**src/verilog/dso_pkg.sv**
```systemverilog
package dso_pkg;

   // ------
   // Register bus.
   // ------
   localparam int unsigned ADDR_W = 8;
   localparam int unsigned DATA_W = 32;

   localparam logic [7:0] OFF_FIXED_WIDTH   = 8'h00;
   localparam logic [7:0] OFF_PERCENT_WIDTH = 8'h04;
   localparam logic [7:0] OFF_POS_WIDTH     = 8'h08;
   localparam logic [7:0] OFF_ALLOCATION    = 8'h0C;
   localparam logic [7:0] OFF_POLARITY      = 8'h10;
   localparam logic [7:0] OFF_STATUS        = 8'h14;
   localparam logic [7:0] OFF_IRQ_STATUS    = 8'h18;
   localparam logic [7:0] OFF_IRQ_CLEAR     = 8'h1C;
   localparam logic [7:0] OFF_IRQ_ENABLE    = 8'h20;

   // ------
   // Setting ranges and values after reset.
   // ------
   localparam logic [6:0]  RST_FIXED_WIDTH   = 7'h0A;
   localparam logic [6:0]  FIXED_WIDTH_MAX   = 7'h64;
   localparam logic [5:0]  RST_PERCENT_WIDTH = 6'h0F;
   localparam logic [5:0]  PERCENT_MIN       = 6'h0A;
   localparam logic [5:0]  PERCENT_MAX       = 6'h32;
   localparam logic [30:0] RST_POS_WIDTH     = 31'h0000_0007;
   localparam logic [30:0] POS_WIDTH_MAX     = 31'h4000_0000;
   localparam logic [15:0] RST_ALLOCATION    = 16'h0000;
   localparam logic [2:0]  RST_POLARITY      = 3'h0;
   localparam logic [2:0]  RST_IRQ_ENABLE    = 3'h0;
   localparam logic [6:0]  PERCENT_SCALE     = 7'h64;

   // ------
   // Output allocation digits and terminals.
   // ------
   localparam int unsigned NUM_TERMINALS = 3;
   localparam int unsigned ALLOC_POS_LSB = 0;
   localparam int unsigned ALLOC_SPD_LSB = 4;
   localparam int unsigned ALLOC_RDY_LSB = 12;
   localparam logic [3:0]  ALLOC_OFF     = 4'h0;

   // ------
   // Status and interrupt bit positions.
   // ------
   localparam int unsigned BIT_READY       = 0;
   localparam int unsigned BIT_SPEED_MATCH = 1;
   localparam int unsigned BIT_POS_DONE    = 2;
   localparam int unsigned STAT_TERM_LSB   = 4;
   localparam int unsigned STAT_STATE_LSB  = 8;

   // ------
   // Control modes and readiness states.
   // ------
   localparam logic [1:0] MODE_SPEED    = 2'h1;
   localparam logic [1:0] MODE_POSITION = 2'h2;

   typedef enum logic [2:0] {
      ST_FIRST_WAIT = 3'h1,
      ST_DETECT     = 3'h2,
      ST_RUN        = 3'h4
   } dso_ready_state_t;

endpackage : dso_pkg

```
**src/verilog/dso_flags_if.sv**
```systemverilog
`timescale 1ns/1ps

// Next values of the three condition flags, passed to the terminal mapper.
interface dso_flags_if;
   logic ready;
   logic speed_match;
   logic pos_done;

   modport src (output ready, output speed_match, output pos_done);
   modport dst (input ready, input speed_match, input pos_done);
endinterface : dso_flags_if

```
**src/verilog/dso_status_out.sv**
```systemverilog
// Operation
// Readiness is shown only with main power on, no hard-wired base block, no alarm, no forced stop; the code ignores it until detection completes.
// The first power-stage-on command after power-up starts polarity detection at once, and readiness returns at its completion without the forced-stop condition.
// Readiness means the power-stage-on command can be accepted, shown as a closed output, and the host waits for it.
// The speed match flag exists only in speed control and is set when the speed error is within the match width.
// The match width is the larger of the fixed width and the speed reference times the percentage width.
// The fixed width accepts 0 to 100 rpm, resets to 10 and acts at once.
// The percentage width accepts 10 to 50 percent, resets to 15 and acts at once.
// In position control the done flag is set while the deviation magnitude is at most the done width.
// The done width accepts 0 to 1073741824 units, resets to 7, acts at once and only affects the flag.
// Each flag reaches a terminal only through its own allocation digit.
// The user lowers the done width if the done flag shows spuriously at low speed.
// Digit 0 disables a flag, 1 to 3 pick a terminal and 4 to 6 are reserved.
// Flags sharing a terminal are ORed and a polarity bit of 1 inverts that terminal.
// All flags are re-evaluated every cycle with no filtering or hysteresis.
`timescale 1ns/1ps

module dso_status_out (
   // Clock and reset
   input  wire logic                ref_clk_i,
   input  wire logic                reset_i,
   // Register port
   input  wire logic [7:0]          reg_addr_i,
   input  wire logic [31:0]         reg_wr_data_i,
   input  wire logic                reg_wr_i,
   input  wire logic                reg_rd_i,
   output logic      [31:0]         reg_rd_data_o,
   // Drive conditions
   input  wire logic                main_power_on_i,
   input  wire logic                base_block_i,
   input  wire logic                alarm_i,
   input  wire logic                forced_stop_state_i,
   input  wire logic                power_stage_on_command_i,
   input  wire logic                polarity_detect_done_i,
   output logic                     polarity_detect_start_o,
   // Control loop values
   input  wire logic [1:0]          control_mode_i,
   input  wire logic signed [15:0]  ref_speed_i,
   input  wire logic signed [15:0]  motor_speed_i,
   input  wire logic signed [31:0]  deviation_count_i,
   // Flags and terminals
   output logic                     servo_ready_flag_o,
   output logic                     speed_match_flag_o,
   output logic                     position_done_flag_o,
   output logic      [2:0]          terminal_closed_o,
   // Interrupt
   output logic                     irq_o
);

   // ----------------------------------------------------------------------
   // Settings and interrupt registers.
   // ----------------------------------------------------------------------
   logic [6:0]  fixed_speed_match_width;
   logic [5:0]  percent_speed_match_width;
   logic [30:0] position_done_width;
   logic [15:0] output_allocation_setting;
   logic [2:0]  output_polarity_setting;
   logic [2:0]  irq_status;
   logic [2:0]  irq_enable;
   logic [31:0] rd_data;
   logic [6:0]  next_fixed_speed_match_width;
   logic [5:0]  next_percent_speed_match_width;
   logic [30:0] next_position_done_width;
   logic [15:0] next_output_allocation_setting;
   logic [2:0]  next_output_polarity_setting;
   logic [2:0]  next_irq_status;
   logic [2:0]  next_irq_enable;
   logic [31:0] next_rd_data;
   logic [2:0]  flag_rise;
   logic [2:0]  irq_clear;

   // ----------------------------------------------------------------------
   // Readiness sequencing and flags.
   // ----------------------------------------------------------------------
   dso_pkg::dso_ready_state_t state;
   dso_pkg::dso_ready_state_t next_state;
   logic                      detect_start;
   logic                      next_detect_start;
   logic                      ready_flag;
   logic                      speed_flag;
   logic                      pos_flag;
   logic [2:0]                terminals;
   logic [2:0]                next_terminals;
   logic                      speed_hit;
   logic                      base_ok;
   logic [31:0]               abs_dev;

   dso_flags_if flags_next ();

   // ----------------------------------------------------------------------
   // Register writes and reads.
   // ----------------------------------------------------------------------
   always_comb begin
      next_fixed_speed_match_width   = fixed_speed_match_width;
      next_percent_speed_match_width = percent_speed_match_width;
      next_position_done_width       = position_done_width;
      next_output_allocation_setting = output_allocation_setting;
      next_output_polarity_setting   = output_polarity_setting;
      next_irq_enable                = irq_enable;
      irq_clear                      = 3'h0;
      next_rd_data                   = 32'h0000_0000;
      if (reg_wr_i) begin
         unique case (reg_addr_i)
            dso_pkg::OFF_FIXED_WIDTH: begin
               // Writes above the range saturate at the top value.
               if (reg_wr_data_i > 32'(dso_pkg::FIXED_WIDTH_MAX)) begin
                  next_fixed_speed_match_width = dso_pkg::FIXED_WIDTH_MAX;
               end else begin
                  next_fixed_speed_match_width = reg_wr_data_i[6:0];
               end
            end
            dso_pkg::OFF_PERCENT_WIDTH: begin
               if (reg_wr_data_i < 32'(dso_pkg::PERCENT_MIN)) begin
                  next_percent_speed_match_width = dso_pkg::PERCENT_MIN;
               end else if (reg_wr_data_i > 32'(dso_pkg::PERCENT_MAX)) begin
                  next_percent_speed_match_width = dso_pkg::PERCENT_MAX;
               end else begin
                  next_percent_speed_match_width = reg_wr_data_i[5:0];
               end
            end
            dso_pkg::OFF_POS_WIDTH: begin
               if (reg_wr_data_i > 32'(dso_pkg::POS_WIDTH_MAX)) begin
                  next_position_done_width = dso_pkg::POS_WIDTH_MAX;
               end else begin
                  next_position_done_width = reg_wr_data_i[30:0];
               end
            end
            dso_pkg::OFF_ALLOCATION: next_output_allocation_setting = reg_wr_data_i[15:0];
            dso_pkg::OFF_POLARITY:   next_output_polarity_setting   = reg_wr_data_i[2:0];
            dso_pkg::OFF_IRQ_CLEAR:  irq_clear                      = reg_wr_data_i[2:0];
            dso_pkg::OFF_IRQ_ENABLE: next_irq_enable                = reg_wr_data_i[2:0];
            default: ;
         endcase
      end
      if (reg_rd_i) begin
         unique case (reg_addr_i)
            dso_pkg::OFF_FIXED_WIDTH:   next_rd_data = 32'(fixed_speed_match_width);
            dso_pkg::OFF_PERCENT_WIDTH: next_rd_data = 32'(percent_speed_match_width);
            dso_pkg::OFF_POS_WIDTH:     next_rd_data = 32'(position_done_width);
            dso_pkg::OFF_ALLOCATION:    next_rd_data = 32'(output_allocation_setting);
            dso_pkg::OFF_POLARITY:      next_rd_data = 32'(output_polarity_setting);
            dso_pkg::OFF_STATUS: begin
               next_rd_data[dso_pkg::BIT_READY]                = ready_flag;
               next_rd_data[dso_pkg::BIT_SPEED_MATCH]          = speed_flag;
               next_rd_data[dso_pkg::BIT_POS_DONE]             = pos_flag;
               next_rd_data[dso_pkg::STAT_TERM_LSB +: 3]       = terminals;
               next_rd_data[dso_pkg::STAT_STATE_LSB +: 3]      = state;
            end
            dso_pkg::OFF_IRQ_STATUS:    next_rd_data = 32'(irq_status);
            dso_pkg::OFF_IRQ_ENABLE:    next_rd_data = 32'(irq_enable);
            default:                    next_rd_data = 32'h0000_0000;
         endcase
      end
      // A rising flag in the clearing cycle keeps its status bit set.
      next_irq_status = (irq_status & ~irq_clear) | flag_rise;
   end

   always_ff @(posedge ref_clk_i) begin
      if (reset_i) begin
         fixed_speed_match_width   <= dso_pkg::RST_FIXED_WIDTH;
         percent_speed_match_width <= dso_pkg::RST_PERCENT_WIDTH;
         position_done_width       <= dso_pkg::RST_POS_WIDTH;
         output_allocation_setting <= dso_pkg::RST_ALLOCATION;
         output_polarity_setting   <= dso_pkg::RST_POLARITY;
         irq_status                <= 3'h0;
         irq_enable                <= dso_pkg::RST_IRQ_ENABLE;
         rd_data                   <= 32'h0000_0000;
      end else begin
         fixed_speed_match_width   <= next_fixed_speed_match_width;
         percent_speed_match_width <= next_percent_speed_match_width;
         position_done_width       <= next_position_done_width;
         output_allocation_setting <= next_output_allocation_setting;
         output_polarity_setting   <= next_output_polarity_setting;
         irq_status                <= next_irq_status;
         irq_enable                <= next_irq_enable;
         rd_data                   <= next_rd_data;
      end
   end

   assign reg_rd_data_o = rd_data;
   assign irq_o         = |(irq_status & irq_enable);

   // ----------------------------------------------------------------------
   // First power-stage-on after power-up.
   // ----------------------------------------------------------------------
   assign base_ok = main_power_on_i && !base_block_i && !alarm_i;

   always_comb begin
      next_state        = state;
      next_detect_start = 1'b0;
      unique case (state)
         dso_pkg::ST_FIRST_WAIT: begin
            if (power_stage_on_command_i) begin
               next_state        = dso_pkg::ST_DETECT;
               next_detect_start = 1'b1;
            end
         end
         dso_pkg::ST_DETECT: begin
            if (polarity_detect_done_i) begin
               next_state = dso_pkg::ST_RUN;
            end
         end
         dso_pkg::ST_RUN: next_state = dso_pkg::ST_RUN;
      endcase
   end

   // ----------------------------------------------------------------------
   // Flag conditions, evaluated every cycle.
   // ----------------------------------------------------------------------
   dso_speed_cmp u_speed_cmp (
      .ref_speed_i     (ref_speed_i),
      .motor_speed_i   (motor_speed_i),
      .fixed_width_i   (fixed_speed_match_width),
      .percent_width_i (percent_speed_match_width),
      .match_o         (speed_hit)
   );

   always_comb begin
      abs_dev = deviation_count_i[31] ? 32'(-deviation_count_i) : 32'(deviation_count_i);
      flags_next.ready = 1'b0;
      unique case (state)
         // Forced stop is ignored here; the command itself drops readiness for detection.
         dso_pkg::ST_FIRST_WAIT: flags_next.ready = base_ok && !power_stage_on_command_i;
         // Readiness comes back when detection completes.
         dso_pkg::ST_DETECT:     flags_next.ready = base_ok && polarity_detect_done_i;
         dso_pkg::ST_RUN:        flags_next.ready = base_ok && !forced_stop_state_i;
      endcase
      flags_next.speed_match = (control_mode_i == dso_pkg::MODE_SPEED) && speed_hit;
      flags_next.pos_done    = (control_mode_i == dso_pkg::MODE_POSITION) &&
                               (abs_dev <= {1'b0, position_done_width});
   end

   dso_out_map u_out_map (
      .flags        (flags_next),
      .allocation_i (output_allocation_setting),
      .polarity_i   (output_polarity_setting),
      .closed_o     (next_terminals)
   );

   assign flag_rise = {flags_next.pos_done && !pos_flag,
                       flags_next.speed_match && !speed_flag,
                       flags_next.ready && !ready_flag};

   // ----------------------------------------------------------------------
   // Registered flags, terminals and sequencing.
   // ----------------------------------------------------------------------
   always_ff @(posedge ref_clk_i) begin
      if (reset_i) begin
         state        <= dso_pkg::ST_FIRST_WAIT;
         detect_start <= 1'b0;
         ready_flag   <= 1'b0;
         speed_flag   <= 1'b0;
         pos_flag     <= 1'b0;
         terminals    <= 3'h0;
      end else begin
         state        <= next_state;
         detect_start <= next_detect_start;
         ready_flag   <= flags_next.ready;
         speed_flag   <= flags_next.speed_match;
         pos_flag     <= flags_next.pos_done;
         terminals    <= next_terminals;
      end
   end

   assign polarity_detect_start_o = detect_start;
   assign servo_ready_flag_o      = ready_flag;
   assign speed_match_flag_o      = speed_flag;
   assign position_done_flag_o    = pos_flag;
   assign terminal_closed_o       = terminals;

endmodule : dso_status_out

```
**src/verilog/dso_speed_cmp.sv**
```systemverilog
`timescale 1ns/1ps

// Compares motor speed with the reference speed; both sides are scaled by 100
// so the percentage term needs no divider.
module dso_speed_cmp (
   // Speeds in rpm
   input  wire logic signed [15:0] ref_speed_i,
   input  wire logic signed [15:0] motor_speed_i,
   // Width settings
   input  wire logic        [6:0]  fixed_width_i,
   input  wire logic        [5:0]  percent_width_i,
   // Result
   output logic                    match_o
);
   logic signed [16:0] diff;
   logic        [16:0] abs_diff;
   logic        [15:0] abs_ref;
   logic        [23:0] lhs;
   logic        [23:0] pct_term;
   logic        [23:0] fix_term;
   logic        [23:0] window;

   always_comb begin
      diff     = 17'(ref_speed_i) - 17'(motor_speed_i);
      abs_diff = diff[16] ? 17'(-diff) : 17'(diff);
      abs_ref  = ref_speed_i[15] ? 16'(-ref_speed_i) : 16'(ref_speed_i);
      lhs      = 24'(abs_diff) * 24'(dso_pkg::PERCENT_SCALE);
      pct_term = 24'(abs_ref) * 24'(percent_width_i);
      fix_term = 24'(fixed_width_i) * 24'(dso_pkg::PERCENT_SCALE);
      window   = (pct_term > fix_term) ? pct_term : fix_term;
      match_o  = (lhs <= window);
   end

endmodule : dso_speed_cmp

```
**src/verilog/dso_out_map.sv**
```systemverilog
`timescale 1ns/1ps

// Routes each flag to the terminal its allocation digit selects.
module dso_out_map (
   // Flags
   dso_flags_if.dst          flags,
   // Settings
   input  wire logic [15:0] allocation_i,
   input  wire logic [2:0]  polarity_i,
   // Terminal levels, 1 = closed
   output logic      [2:0]  closed_o
);
   logic [3:0] rdy_digit;
   logic [3:0] spd_digit;
   logic [3:0] pos_digit;

   assign rdy_digit = allocation_i[dso_pkg::ALLOC_RDY_LSB +: 4];
   assign spd_digit = allocation_i[dso_pkg::ALLOC_SPD_LSB +: 4];
   assign pos_digit = allocation_i[dso_pkg::ALLOC_POS_LSB +: 4];

   // Digit 0 and the reserved digits 4 to 6 match no terminal.
   for (genvar t = 0; t < dso_pkg::NUM_TERMINALS; t++) begin : g_term
      localparam logic [3:0] SEL = 4'(t + 1);
      logic raw;
      assign raw = (flags.ready && rdy_digit == SEL) ||
                   (flags.speed_match && spd_digit == SEL) ||
                   (flags.pos_done && pos_digit == SEL);
      assign closed_o[t] = raw ^ polarity_i[t];
   end

endmodule : dso_out_map

```
**config.mk**
```make
export PLATFORM = sky130hd
export DESIGN_NAME = dso_status_out
export DESIGN_NICKNAME = d
export VERILOG_FILES = /design/src/verilog/dso_pkg.sv /design/src/verilog/dso_flags_if.sv /design/src/verilog/dso_status_out.sv /design/src/verilog/dso_speed_cmp.sv /design/src/verilog/dso_out_map.sv
export SDC_FILE = /design/constraint.sdc
export NUM_CORES = 1
export LEC_CHECK = 0
export BUFFER_PORTS_ARGS = -buffer_cell sky130_fd_sc_hd__buf_2
export CORE_MARGIN = 2
export CORE_UTILIZATION = 61
export DETAILED_ROUTE_END_ITERATION = 7
export GPL_TIMING_DRIVEN = 0
export PLACE_DENSITY = 0.82
export SLEW_MARGIN = 20
export SYNTH_ARGS = -nofsm -noshare
export SYNTH_HDL_FRONTEND = slang
export SYNTH_SLANG_ARGS = --single-unit
export TNS_END_PERCENT = 10
```
**constraint.sdc**
```tcl
create_clock -name ref_clk_i -period 12.5 [get_ports ref_clk_i]
set_clock_uncertainty 0.2 [all_clocks]
set_input_delay 2.5 -clock ref_clk_i [delete_from_list [all_inputs] [get_ports ref_clk_i]]
set_output_delay 2.5 -clock ref_clk_i [all_outputs]
set_load 0.03 [all_outputs]
```
==> flow_summary_export.csv, run 1 <==
group,metric,value,unit
outcome,status,"complete, no violations",
synth,synth_top_cell_area_share,0.182,
finish,final_cell_mix,"inv_1, ha_1, buf_2",
synth,yosysWarnings,0,
synth,synth.area.mux_share,0.0159,
synth,yosysSeqAreaShare,0.166,
clocking,cts_resized,0,
die,die_width,151,um
synth,synthAdderAreaFrac,0.291,
global_route,grt_max_degree,23,
clocking,root_buffer,"clkbuf_16",
sta,slew_headroom,0.315,
placement,dp_slack,0.717,ns
synth,avgSynthCellArea,8.03,um^2
drt,drcViolationCount,0,
global_route,antenna_found_initial,2,
synth,synthXorXnorAreaFrac,0.0715,
placement,port_buffers,151,
global_route,grt_overflow,0,
clocking,clkSlewWorstSetupHoldPaths,0.08,ns
power,powerDensity,234,mW/mm^2
drt,vias_per_cell,5.97,
sta,finalCritPeriodShare,0.928,
die,row_count,53,
synth,synth-async-reset-ratio,0,
synth,ys_types,75,
critical_path,r2r_cells,34,
sta,final_hold_viol_count,0,
critical_path,worstSetupEndpointType,"flip-flop",
clocking,clkLatencyLatePin,0.36,ns
synth,synth_nets,2027,
placement,finalWeightedCongestion,0.963,
finish,fill_cells,1823,
die,die_h,151,um
drt,antenna_left,0,
drt,vias,12500,
clocking,h-tree-depth,3,
synth,synth_area,0.0132,mm^2
critical_path,critPathCapture,"terminal_closed_o[1]",
sta,setup_slack,0.898,ns
drt,drt_iter0_markers,974,
clocking,cts_setup_buffers,0,
synth,synth-edff-count,0,
sta,maxSlewViolCount,0,
global_route,first_global_vias,12200,
die,ioPinCount,156,
finish,final_common_cell,"inv_1",
die,core,0.0212,mm^2
clocking,cts_tree,"yes",
clocking,clock_path_buffers,2,
global_route,track_usage,0.313,
critical_path,required,12.55,ns
worst_hold_path,min_path_type,"flip-flop to flip-flop",
synth,synth_top_area_cell,"ha_1",
clocking,cts_buffers,9,
critical_path,reg2reg_from,"percent_speed_match_width[5]",
die,die-area,0.0229,mm^2
critical_path,critical_path_peak_fanout,10,
finish,final_util,0.693,
critical_path,path_class,"primary input to flip-flop",
run,maxCapViolations,0,
synth,ys_top_cells_by_area,"ha_1, dfxtp_1, fa_1, inv_1, xnor2_1",
sta,fmax,86.2,MHz
critical_path,cp.arrival,11.66,ns
critical_path,worst-r2r-setup-slack,3.59,ns
synth,synthFlopType,"dfxtp_1",
synth,synth-seq-cells,110,
critical_path,slowest_stage,"nor4b_1",
synth,synth_compound_area_frac,0.185,
critical_path,crit_path_start_kind,"primary input",
finish,drive_gt1_frac,0.103,
global_route,grt_pass1_wl,57900,um
synth,synth_top_family_by_area,"adder cells",
finish,final_nets,2189,
power,p_leak,6.69,nW
sta,rsz0062_at_grt,"false",
critical_path,cp-startpoint,"ref_speed_i[8]",
synth,synthCells,1647,
power,vdd_drop_max,0.187,mV
critical_path,cpPeakStageDelay,0.74,ns
sta,finalSetupViolCount,0,
drt,wl_per_cell,16.8,um
sta,finalCriticalPeriod,11.60,ns
clocking,cts_sinks,110,
critical_path,r2r_end,"terminal_closed_o[1]",
power,fin_total_pwr,3.43,mW
drt,wl,35100,um
sta,tightest_slew,1.02,ns
placement,dp_hpwl,29100,um
die,initial_core_util,0.625,
synth,synthSimpleGateAreaFrac,0.200,
sta,fin_tns_setup,0,ns
finish,synthToLayoutAreaGrowth,10.8,%
clocking,holdBufCountCts,0,
drt,dr.pass1.iters,6,
==> routing by layer <==
metal | up-vias | wire [um] | track usage
li1 | 6036 | - | -
met4 | 0 | 1600 | 0.141
met3 | 99 | 2110 | 0.0328
met1 | 5871 | 14800 | 0.393
met2 | 474 | 16600 | 0.541
met5 | - | 0 | 0
==> worst max-delay path: cells and delay by family <==
| kind | cells | cell delay (ns) |
|---|---|---|
| multiplexers | 1 | 0.34 |
| adder cells (fa/ha/maj) | 5 | 2.06 |
| buffers and inverters | 5 | 0.80 |
| AND/OR/NAND/NOR | 8 | 2.88 |
| AO/OA/AOI/OAI | 11 | 2.64 |
| XOR/XNOR | 1 | 0.43 |
==> area by class of cell <==
class	count	area [um^2]	share of cell area
Tap cell	275	344	0.0235
Multi-Input combinational cell	1288	10100	0.689
Inverter	196	736	0.0502
Sequential cell	110	2200	0.150
Buffer	53	203	0.0138
Clock buffer	9	225	0.0154
Timing Repair Buffer	151	756	0.0516
Antenna cell	2	5.00	0.000342
Clock inverter	7	86.3	0.00589
==> state kept, by name, indices dropped and copies added (netlist names) <==
name                       count
terminal_closed_o              3
polarity_detect_start_o        1
fixed_speed_match_width        7
percent_speed_match_width      6
irq_enable                     3
position_done_flag_o           1
reg_rd_data_o                 31
output_allocation_setting     16
irq_status                     3
position_done_width           31
servo_ready_flag_o             1
speed_match_flag_o             1
output_polarity_setting        3
state                          3
==> how the worst min path moves through the flow <==
| stage | from | to | cells after the start |
|---|---|---|---|
| 2_1_floorplan | output_allocation_setting[11] | output_allocation_setting[11] | 2 |
| 3_3_place_gp | output_allocation_setting[8] | output_allocation_setting[8] | 2 |
| 3_5_place_dp | output_allocation_setting[8] | output_allocation_setting[8] | 2 |
| 4_1_cts | output_allocation_setting[8] | output_allocation_setting[8] | 2 |
| 5_1_grt | output_allocation_setting[10] | output_allocation_setting[10] | 2 |
| 6_report | output_allocation_setting[8] | output_allocation_setting[8] | 2 |
==> cells by family (layout without fill, tap and decap cells) <==
family                     after synthesis  in the layout
DFF                                    110            110
other                                    1              3
AOI/OAI and AO/OA                      372            372
xor gates and xnor gates               108            108
muxes                                   20             20
adders and majority gates              264            264
and+or+nand+nor                        523            523
buffers and inverters                  249            416
==> report_power, final <==
part / total, mW / internal [mW] / leakage (nW) / switching (mW)
Clock: 0.295 / 0.144 / 0.151 / 0.151
Combinational: 2.78 / 1.18 / 5.65 / 1.59
Sequential: 0.357 / 0.354 / 0.887 / 0.00361
Total: 3.43 / 1.68 / 6.69 / 1.75
==> cell usage after synthesis, types with 13 or more instances <==
master and n:
a22oi_1 38, a211oi_1 13, nand3_1 28, nand2_1 115
and2_1 17, xor2_1 35, dfxtp_1 110, a21oi_1 104
nor2b_1 87, o31ai_1 20, o21ai_0 62, ha_1 192
o21a_1 16, fa_1 72, nand4_1 15, a21o_1 29
clkbuf_1 41, mux2i_1 15, inv_1 196, nor2_1 134
xnor2_1 73, nor3_1 44
==> metrics by stage <==
| stage | instances | area [um^2] | hold slack (ns) |
|---|---|---|---|
| finish | 2091 | 14700 | 0.258 |
| global route | 2091 | 14700 | 0.285 |
| CTS | 2089 | 14600 | 0.262 |
| detailed placement | 2073 | 14300 | 0.251 |
| global placement | 2073 | 14300 | 0.244 |
| floorplan | 1647 | 13200 | 0.236 |
No activity file was read; power rests on OpenSTA's default activity.
==> inputs of run 2 (changes only) <==
--- a/config.mk
+++ b/config.mk
@@ -11,6 +11,7 @@
 export DETAILED_ROUTE_END_ITERATION = 7
 export GPL_TIMING_DRIVEN = 0
 export PLACE_DENSITY = 0.82
+export REMOVE_ABC_BUFFERS = 1
 export SLEW_MARGIN = 20
 export SYNTH_ARGS = -nofsm -noshare
 export SYNTH_HDL_FRONTEND = slang
==> constraint.sdc (replaced) <==
create_clock -name ref_clk_i -period 12.5 [get_ports ref_clk_i]
set_clock_uncertainty 0.2 [all_clocks]
set_input_delay 2.5 -clock ref_clk_i [delete_from_list [all_inputs] [get_ports ref_clk_i]]
set_output_delay 2.5 -clock ref_clk_i [all_outputs]
set_load 0.01 [all_outputs]
==> flow_summary_export.csv, run 2 (synthesized netlist as in run 1, its figures left out) <==
group,metric,value,unit
critical_path,cp.arrival,11.96,ns
clocking,root_buffer,"clkbuf_16",
finish,final_cell_mix,"inv_1, ha_1, buf_2",
clocking,cts_setup_buffers,0,
finish,synthToLayoutAreaGrowth,9.58,%
drt,drcViolationCount,0,
die,die_width,151,um
critical_path,slowest_stage,"nor4b_1",
sta,fmax,84.0,MHz
clocking,clock_path_buffers,2,
critical_path,r2r_cells,32,
worst_hold_path,min_path_type,"flip-flop to flip-flop",
placement,dp_cells,2026,
clocking,holdBufCountCts,0,
clocking,clkSlewWorstSetupHoldPaths,0.08,ns
power,seqPwrFrac,0.105,
critical_path,crit_path_start_kind,"primary input",
critical_path,r2r_end,"terminal_closed_o[1]",
finish,final_area,0.0145,mm^2
critical_path,required,12.55,ns
power,p_leak,6.65,nW
global_route,grt_pass1_wl,56100,um
power,pwr-share-clk,0.087,
finish,final_util,0.685,
clocking,cts_tree,"yes",
placement,dp_slack,0.381,ns
drt,dr.pass1.iters,6,
power,powerDensity,235,mW/mm^2
clocking,cts_sinks,110,
worst_hold_path,holdPathEnd,"output_allocation_setting[8]",
sta,finalSetupViolCount,0,
drt,vias_per_cell,5.98,
global_route,grt_max_degree,83,
finish,fin_cells,2042,
critical_path,critical_path_peak_fanout,22,
sta,final_hold_viol_count,0,
global_route,antenna_found_initial,1,
placement,finalWeightedCongestion,0.918,
clocking,h-tree-depth,3,
worst_hold_path,whs_path_depth,2,
global_route,grt_overflow,0,
drt,drt_iter0_markers,778,
run,maxCapViolations,0,
outcome,status,"complete, no violations",
sta,tightest_slew,1.11,ns
critical_path,worstSetupEndpointType,"flip-flop",
critical_path,cpPeakStageDelay,0.91,ns
drt,wl,34100,um
sta,finalCritPeriodShare,0.952,
sta,finalCriticalPeriod,11.90,ns
clocking,cts_resized,0,
critical_path,path_class,"primary input to flip-flop",
global_route,track_usage,0.302,
finish,drive_gt1_frac,0.109,
global_route,first_global_vias,11900,
placement,dp_hpwl,27100,um
die,die-area,0.0229,mm^2
finish,final_common_cell,"inv_1",
worst_hold_path,worstHoldStart,"output_allocation_setting[8]",
sta,fin_tns_setup,0,ns
clocking,cts_buffers,9,
die,initial_core_util,0.625,
sta,hold_ws,0.262,ns
die,row_count,53,
power,vdd_drop_max,0.175,mV
placement,placed_cell_area,0.0142,mm^2
finish,multi_input_area,0.0101,mm^2
finish,fill_cells,1801,
sta,rsz0062_at_grt,"false",
power,switching_share,0.507,
power,p_comb_frac,0.808,
critical_path,reg2reg_from,"percent_speed_match_width[4]",
finish,seqCellArea,0.00220,mm^2
sta,slew_headroom,0.262,
critical_path,worst-r2r-setup-slack,3.38,ns
sta,setup_slack,0.596,ns
finish,final_nets,2142,
drt,vias,12200,
drt,antenna_left,0,
sta,maxSlewViolCount,0,
die,ioPinCount,156,
clocking,clkLatencyLatePin,0.36,ns
power,p_int,1.68,mW
die,core,0.0212,mm^2
finish,antenna_cells,0,
drt,wl_per_cell,16.7,um
power,power_switching,1.73,mW
placement,port_buffers,154,
power,fin_total_pwr,3.40,mW
die,die_h,151,um
==> run 2: changes by cell type in the layout (fill, tap and decap cells not counted), sizes merged <==
cell    change
buf         -6
clkbuf     -41
diode       -2
==> run 2: how the worst max path moves through the flow <==
stage	startpoint	to	cells past startpoint	slack, ns
floorplan	ref_speed_i[8]	terminal_closed_o[1]	35	1.93
global placement	ref_speed_i[8]	terminal_closed_o[1]	29	0.52
detailed placement	ref_speed_i[8]	terminal_closed_o[1]	29	0.38
CTS	ref_speed_i[8]	terminal_closed_o[1]	29	0.73
global route	ref_speed_i[8]	terminal_closed_o[1]	29	0.28
finish	ref_speed_i[8]	terminal_closed_o[1]	29	0.60
==> run 2: power by group through the flow <==
stage | registers (mW) | logic (mW) | clock network [mW]
final | 0.357 | 2.75 | 0.296
after global routing | 0.358 | 3.12 | 0.311
after CTS | 0.357 | 2.72 | 0.298
after detailed placement | 0.366 | 2.70 | 0
after global placement | 0.365 | 2.60 | 0
after floorplan | 0.366 | 2.09 | 0
==> run 2: cell type report <==
cell class / instances / share of cell area
repair buffers: 157 / 0.0554
clock buffers: 9 / 0.0155
clock inverters: 7 / 0.00595
flip-flops and latches: 110 / 0.152
inverters: 196 / 0.0507
well taps: 275 / 0.0237
multi-input cells: 1288 / 0.697
==> run 2: layer usage <==
layer | GRT usage | vias up | routed length (um)
met4 | 0.115 | 0 | 1090
li1 | - | 5938 | -
met5 | 0 | - | 0
met2 | 0.537 | 454 | 16700
met3 | 0.0431 | 78 | 2340
met1 | 0.370 | 5747 | 14000
==> run 2: critical path: cells and delay by family <==
kind                       cells  cell delay, ns
buffers and inverters          3            0.24
muxes                          1            0.34
adders and majority gates      5            2.16
AOI/OAI and AO/OA              9            2.23
and+or+nand+nor               10            4.06
xor gates and xnor gates       1            0.44
